### config.mk
export PLATFORM = sky130hd
export DESIGN_NAME = mrls_device_flat
export DESIGN_NICKNAME = d
export VERILOG_FILES = /design/src/include/mrls_pkg.sv /design/src/include/mrls_if.sv /design/src/core/mrls_blank_stretch.sv /design/src/core/mrls_device.sv /design/src/flat_wrapper.sv
export SDC_FILE = /design/constraint.sdc
export NUM_CORES = 1
export LEC_CHECK = 0
export BUFFER_PORTS_ARGS = -buffer_cell sky130_fd_sc_hd__buf_4
export CAP_MARGIN = 15
export CELL_PAD_IN_SITES_DETAIL_PLACEMENT = 0
export CELL_PAD_IN_SITES_GLOBAL_PLACEMENT = 1
export CORE_MARGIN = 2
export CORE_UTILIZATION = 47
export DETAILED_ROUTE_END_ITERATION = 8
export GPL_TIMING_DRIVEN = 1
export PLACE_DENSITY = 0.88
export SLEW_MARGIN = 15
export SYNTH_ARGS = -nofsm -noshare
export SYNTH_HDL_FRONTEND = slang
export SYNTH_SLANG_ARGS = --single-unit
### constraint.sdc
create_clock -name sys_clk -period 6.75 [get_ports sys_clk]
set_clock_uncertainty 0.2 [all_clocks]
set_input_delay 1.0125 -clock sys_clk [delete_from_list [all_inputs] [get_ports sys_clk]]
set_output_delay 1.0125 -clock sys_clk [all_outputs]
set_load 0.01 [all_outputs]
### src/include/mrls_pkg.sv
/*
  Constants and types shared by the module end and the host end of the
  reset, boot-mode and indicator link.
  Assumes a single 100 MHz clock, sys_clk, in both ends.
*/
`default_nettype none
package mrls_pkg;
  localparam int unsigned CLK_HZ = 100_000_000;
  localparam int unsigned CLK_PERIOD_NS = 10;
  localparam int unsigned RESET_HOLD_MS = 50;
  localparam int unsigned RESET_HOLD_CYCLES = RESET_HOLD_MS * (CLK_HZ / 1000);
  localparam int unsigned BLANK_NS = 50_000_000;
  localparam int unsigned BLANK_CYCLES = (BLANK_NS + CLK_PERIOD_NS - 1) / CLK_PERIOD_NS;
  localparam int unsigned COUNT_W = 32;
  localparam logic [1:0] LED_SPEED = 2'h0;
  localparam logic [1:0] LED_ACT = 2'h1;
  localparam logic [1:0] LED_GREEN = 2'h2;
  localparam logic [1:0] LED_RED = 2'h3;

  typedef enum logic [1:0] {
    MRLS_BOOT = 2'b00,
    MRLS_APP = 2'b01,
    MRLS_UPGRADE = 2'b10,
    MRLS_PROGRAM = 2'b11
  } mrls_mode_t;

  typedef enum logic [1:0] {
    MRLS_H_HOLD = 2'b00,
    MRLS_H_WAIT = 2'b01,
    MRLS_H_RUN = 2'b10
  } mrls_host_t;
endpackage
`default_nettype wire

### src/include/mrls_if.sv
/*
  Interface joining the module end and the host end.
  Assumes both ends share sys_clk; all lines are plain one-way levels.
*/
`default_nettype none
interface mrls_if;
  logic moduleReset;
  logic bootModeSelectIn;
  logic [3:0] indicatorLines;
  modport device (input moduleReset, input bootModeSelectIn, output indicatorLines);
  modport host (output moduleReset, output bootModeSelectIn, input indicatorLines);
endinterface
`default_nettype wire

### src/core/mrls_blank_stretch.sv
/*
  Stretches a one-cycle receive pulse into a visible blank of the
  activity light. Assumes sys_clk and a synchronous active-high reset.
*/
`default_nettype none
module mrls_blank_stretch
  import mrls_pkg::*;
(
  input wire logic sys_clk,
  input wire logic reset,
  input wire logic trigger,
  output logic blank
);
  logic [COUNT_W-1:0] count;
  logic [COUNT_W-1:0] next_count;

  always_comb begin
    next_count = count;
    if (trigger) begin
      next_count = COUNT_W'(BLANK_CYCLES);
    end else if (count != '0) begin
      next_count = count - 1'b1;
    end
  end

  always_ff @(posedge sys_clk) begin
    if (reset) begin
      count <= '0;
    end else begin
      count <= next_count;
    end
  end

  assign blank = (count != '0);
endmodule
`default_nettype wire

### src/core/mrls_device.sv
/*
  Module end: reset input, boot-mode strap and the four indicator lines.
  Assumes link status, receive pulse and firmware light patterns come
  from the network and firmware logic on sys_clk.
*/
`default_nettype none
module mrls_device
  import mrls_pkg::*;
(
  input wire logic sys_clk,
  mrls_if.device link,
  input wire logic linkUp,
  input wire logic linkIs100,
  input wire logic packetReceived,
  input wire logic firmwareGreen,
  input wire logic firmwareRed,
  input wire logic upgradeDone,
  output logic inReset,
  output logic [1:0] opMode,
  output logic programRequest,
  output logic linkSpeedIndicator,
  output logic linkActivityIndicator,
  output logic firmwareStatusGreen,
  output logic firmwareStatusRed
);
  logic modeMeta, modeSync, sampled, blank;
  logic next_sampled, next_programRequest;
  mrls_mode_t mode, next_mode;
  logic [3:0] leds, next_leds;

  // Reset is the module's own pin, active high
  wire logic rst = link.moduleReset;

  mrls_blank_stretch mrls_blank_stretch_i (
    .sys_clk(sys_clk),
    .reset(rst),
    .trigger(packetReceived),
    .blank(blank)
  );

  always_comb begin
    next_mode = mode;
    next_sampled = sampled;
    next_programRequest = 1'b0;
    // Strap read while sampled is clear; later, a low strap in APP moves to PROGRAM
    if (!sampled) begin
      next_sampled = 1'b1;
      next_mode = modeSync ? MRLS_APP : MRLS_UPGRADE;
    end else begin
      case (mode)
        MRLS_APP: begin
          if (!modeSync) begin
            next_mode = MRLS_PROGRAM;
            next_programRequest = 1'b1;
          end
        end
        MRLS_UPGRADE, MRLS_PROGRAM: begin
          if (upgradeDone) begin
            next_mode = MRLS_BOOT;
            next_sampled = 1'b0;
          end
        end
        MRLS_BOOT: next_mode = MRLS_BOOT;
        default: next_mode = MRLS_BOOT;
      endcase
    end
    next_leds[LED_SPEED] = linkUp & linkIs100;
    next_leds[LED_ACT] = linkUp & ~blank;
    next_leds[LED_GREEN] = firmwareGreen;
    next_leds[LED_RED] = firmwareRed;
  end

  always_ff @(posedge sys_clk) begin
    modeMeta <= link.bootModeSelectIn;
    modeSync <= modeMeta;
    if (rst) begin
      mode <= MRLS_BOOT;
      sampled <= 1'b0;
      programRequest <= 1'b0;
      leds <= 4'h0;
      inReset <= 1'b1;
    end else begin
      mode <= next_mode;
      sampled <= next_sampled;
      programRequest <= next_programRequest;
      leds <= next_leds;
      inReset <= 1'b0;
    end
  end

  // Onboard lights and external lines come from the same flops
  assign link.indicatorLines = leds;
  assign linkSpeedIndicator = leds[LED_SPEED];
  assign linkActivityIndicator = leds[LED_ACT];
  assign firmwareStatusGreen = leds[LED_GREEN];
  assign firmwareStatusRed = leds[LED_RED];
  assign opMode = mode;
endmodule
`default_nettype wire

### src/flat_wrapper.sv
// flat-port wrapper written by rule: the top's interface ports become plain ports
module mrls_device_flat import mrls_pkg::*;
  (sys_clk, linkUp, linkIs100, packetReceived, firmwareGreen, firmwareRed, upgradeDone, inReset, opMode, programRequest, linkSpeedIndicator, linkActivityIndicator, firmwareStatusGreen, firmwareStatusRed, link_moduleReset, link_bootModeSelectIn, link_indicatorLines);
  mrls_if link_i ();
  input wire logic sys_clk;
  input wire logic linkUp;
  input wire logic linkIs100;
  input wire logic packetReceived;
  input wire logic firmwareGreen;
  input wire logic firmwareRed;
  input wire logic upgradeDone;
  output logic inReset;
  output logic [1:0] opMode;
  output logic programRequest;
  output logic linkSpeedIndicator;
  output logic linkActivityIndicator;
  output logic firmwareStatusGreen;
  output logic firmwareStatusRed;
  input wire logic [$bits(link_i.moduleReset)-1:0] link_moduleReset;
  input wire logic [$bits(link_i.bootModeSelectIn)-1:0] link_bootModeSelectIn;
  output wire logic [$bits(link_i.indicatorLines)-1:0] link_indicatorLines;
  assign link_i.moduleReset = link_moduleReset;
  assign link_i.bootModeSelectIn = link_bootModeSelectIn;
  assign link_indicatorLines = link_i.indicatorLines;
  mrls_device u_core (.sys_clk(sys_clk), .link(link_i), .linkUp(linkUp), .linkIs100(linkIs100), .packetReceived(packetReceived), .firmwareGreen(firmwareGreen), .firmwareRed(firmwareRed), .upgradeDone(upgradeDone), .inReset(inReset), .opMode(opMode), .programRequest(programRequest), .linkSpeedIndicator(linkSpeedIndicator), .linkActivityIndicator(linkActivityIndicator), .firmwareStatusGreen(firmwareStatusGreen), .firmwareStatusRed(firmwareStatusRed));
endmodule
==> Word level (Yosys, flattened, before mapping) <==
Index checks and enable logic that the tools add are counted.
{ "totals": {"reg_bits": 43, "inputBits": 9, "out_inout_bits": 12, "word_cells": 39} }
{ "op_classes": {"n_addsub": 1, "eq_ne": 5, "mux": 12, "bitwise_logic": 5, "reduce_logical": 7} }
{ "op_table": {"columns": ["cell", "n"], "rows": [
  ["$mux 23", 2],
  ["$reduce_bool 32->1", 1],
  ["$sub 32x1->32 const B", 1],
  ["$mux 2", 4],
  ["$ne 3x3->1 const B", 2],
  ["$pmux 2 s3", 1],
  ["$mux 1", 5],
  ["$eq 2x2->1 const B", 2],
  ["$reduce_or 2->1", 2],
  ["$not 1->1", 3],
  ["$reduce_or 3->1", 1],
  ["$and 1x1->1", 2],
  ["$eq 2x1->1 const B", 1],
  ["$logic_not 2->1", 1],
  ["$reduce_and 2->1", 1],
  ["$reduce_bool 2->1", 1]
]} }

==> Depth between registers and ports, before layout <==
{ "logic_depth": {"word_depth": 4, "ltp_mapped": 8, "ltp_nobuf": 7} }

==> Modules after synthesis <==
A second synthesis with hierarchy kept.
{ "hier_totals": {"cells_unflattened": 217, "hier_area_um2": 1968.1} }
{ "modules_own_cells": {"columns": ["mod", "n_inst", "cells_per_inst", "area_each_um2"], "rows": [
  ["mrls_blank_stretch", 1, 186, 1621.6],
  ["mrls_device", 1, 31, 346.6]
]} }

==> Least setup slack after synthesis <==
Ideal clock, no wire load.
{ "synth_path": {"path_kind": "reg-to-reg", "start": "register u_core.mrls_blank_stretch_i.count[14]", "end": "register u_core.mrls_blank_stretch_i.count[13]", "setup_ns": 0.115, "t_arrival_ns": 2.180, "slack_ns": 4.256, "path_stages_with_launch": 8, "n_path_buf": 2, "synth_period_minus_slack_ns": 2.494, "path_cell_list": "dfxtp_1 > or4_4 > or4_4 > buf_6 > nor3_4 > buf_6 > nor3_1 > o21a_1"} }
{ "synth_via": {"elab_chain_len": 1} }
{ "synth_rtl": {"columns": ["item", "line_no", "text"], "rows": [
  ["from (decl)", "mrls_blank_stretch.sv:14", "logic [COUNT_W-1:0] count;"],
  ["from (signal assigned)", "mrls_blank_stretch.sv:30", "count <= next_count;"],
  ["$reduce_bool 32->1", "mrls_blank_stretch.sv:21", "end else if (count != '0) begin"]
]} }
No other way between the ends.
A chain may end at the register's enable or synchronous reset.

==> Worst setup path in the final report <==
{ "layout_path": {"start": "register u_core.mrls_blank_stretch_i.count[0]", "end": "register u_core.mrls_blank_stretch_i.count[22]"} }
{ "layout_via": {"elab_chain_len": 3, "elab_cells_between_ends": 5, "classes_between": "add/sub (1); mux (2); reduce/logical (2)"} }
{ "layout_rtl": {"columns": ["item", "line_no", "text"], "rows": [
  ["$sub 32x1->32", "mrls_blank_stretch.sv:22", "next_count = count - 1'b1;"],
  ["$mux 23", "mrls_blank_stretch.sv:21", null],
  ["$mux 23", "mrls_blank_stretch.sv:19", "if (trigger) begin"]
]} }
Parallel ways exist; a longest one is shown, timed or not. The select of a mux whose other input is x is not followed.

==> flow_summary.html <==
<table>
<tr><th>Metric</th><th>Value</th></tr>
<tr><th colspan="2">Clock network</th></tr>
<tr><td>Insertion delay to the later sink of the worst-skew pair</td><td>~0.31 ns</td></tr>
<tr><td># resized after CTS</td><td>0</td></tr>
<tr><td>Clock Tree Root</td><td>sky130_fd_sc_hd__clkbuf_8</td></tr>
<tr><td>TritonCTS clock tree</td><td>yes</td></tr>
<tr><td>CTS buffer count</td><td>5</td></tr>
<tr><td>Sinks on Clock Net</td><td>between 40 and 50</td></tr>
<tr><td>Post-cts hold buffer count</td><td>0</td></tr>
<tr><td>Register clock-pin slew on the reported worst setup and hold paths</td><td>around 0.080 ns</td></tr>
<tr><td>Total setup buffers inserted after CTS</td><td>0</td></tr>
<tr><td>CTS max path bufs</td><td>2</td></tr>
<tr><td>Htree depth</td><td>2</td></tr>
<tr><th colspan="2">Synthesis</th></tr>
<tr><td>Post-synthesis register bit count</td><td>43</td></tr>
<tr><td>Unique masters post-synth</td><td>40</td></tr>
<tr><td>Area share of the leading cell type in the synthesized netlist</td><td>43.3%</td></tr>
<tr><td>EDFF count, synth</td><td>0</td></tr>
<tr><td>Biggest area consumer among synthesized cells</td><td>sky130_fd_sc_hd__dfxtp_1</td></tr>
<tr><td>Part of the Yosys area used for sequential elements</td><td>between 40% and 50%</td></tr>
<tr><td>Synth Flop Type</td><td>sky130_fd_sc_hd__dfxtp_1</td></tr>
<tr><td>Async set or reset register ratio after synthesis</td><td>0%</td></tr>
<tr><td>Number of cells produced by synthesis</td><td>220</td></tr>
<tr><td>Ranking of synthesized cells by area</td><td>sky130_fd_sc_hd__dfxtp_1 (43%), sky130_fd_sc_hd__or3_1 (6.3%), sky130_fd_sc_hd__a21oi_1 (5.5%), sky130_fd_sc_hd__xor2_1 (4.0%), sky130_fd_sc_hd__or4_1 (3.4%)</td></tr>
<tr><td>Synth Area per Inst</td><td>9.04 µm²</td></tr>
<tr><td>Synthesized netlist net count</td><td>between 200 and 250</td></tr>
<tr><td>Synthesized cell area</td><td>between 0.0015 and 0.002 mm²</td></tr>
<tr><td>Yosys synthesis warning count</td><td>0</td></tr>
<tr><th colspan="2">Setup path</th></tr>
<tr><td>Worst Path Arrival</td><td>between 2 and 3 ns</td></tr>
<tr><td>Critical Path Start Type</td><td>register</td></tr>
<tr><td>Endpoint class of the critical path</td><td>register</td></tr>
<tr><td>WP data required</td><td>just under 7 ns</td></tr>
<tr><td>Classification of the worst setup path</td><td>register to register</td></tr>
<tr><td>Depth of the worst register-to-register path</td><td>7</td></tr>
<tr><td>Worst-path fanout max</td><td>4</td></tr>
<tr><th colspan="2">Floorplan</th></tr>
<tr><td>Core box area</td><td>0.00403 mm²</td></tr>
<tr><td>Starting Density</td><td>between 40% and 50%</td></tr>
<tr><td>Top-Level Pins</td><td>21</td></tr>
<tr><td>Number of rows in the core area</td><td>23</td></tr>
<tr><td>Area of the die</td><td>between 0.004 and 0.005 mm²</td></tr>
<tr><td>Die outline height</td><td>between 60 and 70 µm</td></tr>
<tr><td>Die outline width</td><td>a little under 70 µm</td></tr>
<tr><th colspan="2">Detailed routing</th></tr>
<tr><td>Violation count after the first detailed-routing iteration</td><td>between 100 and 150</td></tr>
<tr><td>Vias/cell</td><td>around 5.8</td></tr>
<tr><td>Via count</td><td>about 1,700</td></tr>
<tr><td>Remaining routing DRC violations</td><td>0</td></tr>
<tr><td>Final wirelength</td><td>about 4100 µm</td></tr>
<tr><td>Number of routed nets with antenna violations</td><td>0</td></tr>
<tr><td>Wire per inst</td><td>14.1 µm</td></tr>
<tr><td>Number of iterations in the first detailed-routing pass</td><td>4</td></tr>
<tr><th colspan="2">Flow run</th></tr>
<tr><td>Number of max-capacitance violations reported</td><td>0</td></tr>
<tr><th colspan="2">Layout</th></tr>
<tr><td>Highest-count cells in the layout ignoring fill and taps</td><td>sky130_fd_sc_hd__dfxtp_1 (43), sky130_fd_sc_hd__a21oi_1 (22), sky130_fd_sc_hd__or3_1 (20), sky130_fd_sc_hd__buf_4 (20), sky130_fd_sc_hd__nor2_1 (17)</td></tr>
<tr><td>Commonest non-fill, non-tap cell in the layout</td><td>sky130_fd_sc_hd__dfxtp_1</td></tr>
<tr><td>Total number of nets in the final design</td><td>roughly 250</td></tr>
<tr><td>Area delta synth-&gt;final</td><td>14.0%</td></tr>
<tr><td>Diode count</td><td>0</td></tr>
<tr><td>Share of cells above drive strength 1</td><td>around 17%</td></tr>
<tr><th colspan="2">Global route</th></tr>
<tr><td>GR Util All Layers</td><td>approximately 18%</td></tr>
<tr><td>Largest net degree at the start of global routing</td><td>23</td></tr>
<tr><td>First-pass GRT wire length</td><td>7100 µm</td></tr>
<tr><td>Number of global-route vias before repair</td><td>roughly 1,500</td></tr>
<tr><td>Total congestion overflow after global routing</td><td>0</td></tr>
<tr><td>Antenna violations before repair</td><td>0</td></tr>
<tr><th colspan="2">Outcome</th></tr>
<tr><td>Result of the run</td><td>complete, no violations</td></tr>
<tr><th colspan="2">Timing</th></tr>
<tr><td>Total count of hold-check failures in the final report</td><td>0</td></tr>
<tr><td>Time the worst path needs with I/O delays and setup</td><td>~2.8 ns</td></tr>
<tr><td>Part of the cycle the worst path needs</td><td>between 40% and 50%</td></tr>
<tr><td>Final number of setup-violating endpoints</td><td>0</td></tr>
<tr><td>Timing-limited maximum frequency</td><td>roughly 0.36 GHz</td></tr>
<tr><td>Max-Slew Margin vs Limit</td><td>~50%</td></tr>
<tr><td>Max Transition Viols Final</td><td>0</td></tr>
<tr><td>Transition time at the pin with the least slew margin</td><td>roughly 0.74 ns</td></tr>
<tr><td>Setup repair after global routing missed its margin</td><td>false</td></tr>
<tr><td>Setup TNS after final layout</td><td>0 ns</td></tr>
<tr><th colspan="2">Placement</th></tr>
<tr><td>Port-buffer cells</td><td>20</td></tr>
<tr><td>Weighted congestion reported at the end of routability-driven placement</td><td>roughly 0.77</td></tr>
<tr><td>Half-perimeter wire length after detailed placement</td><td>between 2000 and 3000 µm</td></tr>
<tr><th colspan="2">Pwr</th></tr>
<tr><td>Leakage</td><td>~0.86 nW</td></tr>
<tr><td>Final Power</td><td>roughly 0.61 mW</td></tr>
<tr><td>Power density over the cells</td><td>about 270 mW/mm²</td></tr>
<tr><td>Largest voltage drop on the vdd net</td><td>~210 µV</td></tr>
<tr><th colspan="2">Hold path</th></tr>
<tr><td>Count of cells along the worst hold path</td><td>0</td></tr>
<tr><td>Worst hold path class</td><td>register to register</td></tr>
</table>
## where the power goes
group	switching [mW]	internal, mW
logic	0.0552	0.0408
registers	0.0145	0.266
clock network	0.0898	0.148
total	0.159	0.455
## critical path: stages, from the launching register on
cell                      delay [ns]
sky130_fd_sc_hd__dfxtp_1        0.34
sky130_fd_sc_hd__inv_1          0.11
sky130_fd_sc_hd__ha_1           0.27
sky130_fd_sc_hd__or4b_1         0.53
sky130_fd_sc_hd__nor4_1         0.37
sky130_fd_sc_hd__o21ai_1        0.24
sky130_fd_sc_hd__or4_1          0.50
sky130_fd_sc_hd__a31oi_1        0.16
## metal layers
layer	routed length, µm	vias to the layer above	part of all wire (%)	global-route usage (%)
li1	-	863	-	-
met1	2040	777	50	25.3
met5	0	-	0	0
met4	53	0	1.3	7.41
met3	121	7	3.0	3.95
met2	1850	15	46	26.4
## synth_stat cells (5+ instances only)
cell / n
sky130_fd_sc_hd__nor3_1: 5
sky130_fd_sc_hd__o21ai_1: 5
sky130_fd_sc_hd__xor2_1: 9
sky130_fd_sc_hd__nand4_1: 6
sky130_fd_sc_hd__nand2_1: 9
sky130_fd_sc_hd__or3_1: 20
sky130_fd_sc_hd__nor2_1: 17
sky130_fd_sc_hd__dfxtp_1: 43
sky130_fd_sc_hd__or2_2: 5
sky130_fd_sc_hd__or4_1: 9
sky130_fd_sc_hd__nor4_1: 5
sky130_fd_sc_hd__o21ai_0: 6
sky130_fd_sc_hd__a21oi_1: 22
sky130_fd_sc_hd__a31oi_1: 5
## sequential cells by signal, indices dropped and copies added (netlist names)
name	count
u_core.sampled	1
u_core.programRequest	1
u_core.inReset	1
u_core.modeSync	1
u_core.modeMeta	1
u_core.mrls_blank_stretch_i.count	32
u_core.opMode	2
u_core.link.indicatorLines	4
## path summary, 6_finish.rpt
check | startpoint | endpoint | slack, ns
worst max-delay path | u_core.mrls_blank_stretch_i.count[0] | u_core.mrls_blank_stretch_i.count[22] | 3.98
worst min-delay path | u_core.modeMeta | u_core.modeSync | 0.13
worst max register to register | u_core.mrls_blank_stretch_i.count[0] | u_core.mrls_blank_stretch_i.count[22] | 3.98
worst min register to register | u_core.modeMeta | u_core.modeSync | 0.13
## cell type report
type                    count  area, µm²
fillers                   385       1760
flip-flops and latches     43        861
clock buffers               6       72.6
multi-input cells         163       1050
inverters                   4       15.0
well taps                  50       62.6
repair buffers             20        150
clock inverters             2       60.1
## cell families after synthesis
family	count (synthesis)	synth area share [%]
adders and majority gates	2	1.26
DFF	43	43.3
AOI/OAI and AO/OA	52	15.7
and+or+nand+nor	99	31.3
buffers and inverters	14	4.15
xor gates and xnor gates	10	4.40
## stage by stage
step | util, % | hold slack (ns) | setup WS [ns] | instances | area, µm²
finish | 56.3 | 0.135 | 3.98 | 288 | 2270
global route | 56.3 | 0.148 | 3.87 | 288 | 2270
CTS | 56.3 | 0.140 | 4.00 | 288 | 2270
detailed placement | 53.0 | 0.121 | 4.04 | 280 | 2130
global placement | 53.0 | 0.118 | 4.00 | 280 | 2130
floorplan | - | 0.110 | 4.26 | 220 | 1990
Note: power is estimated with default switching activity, not from simulation.
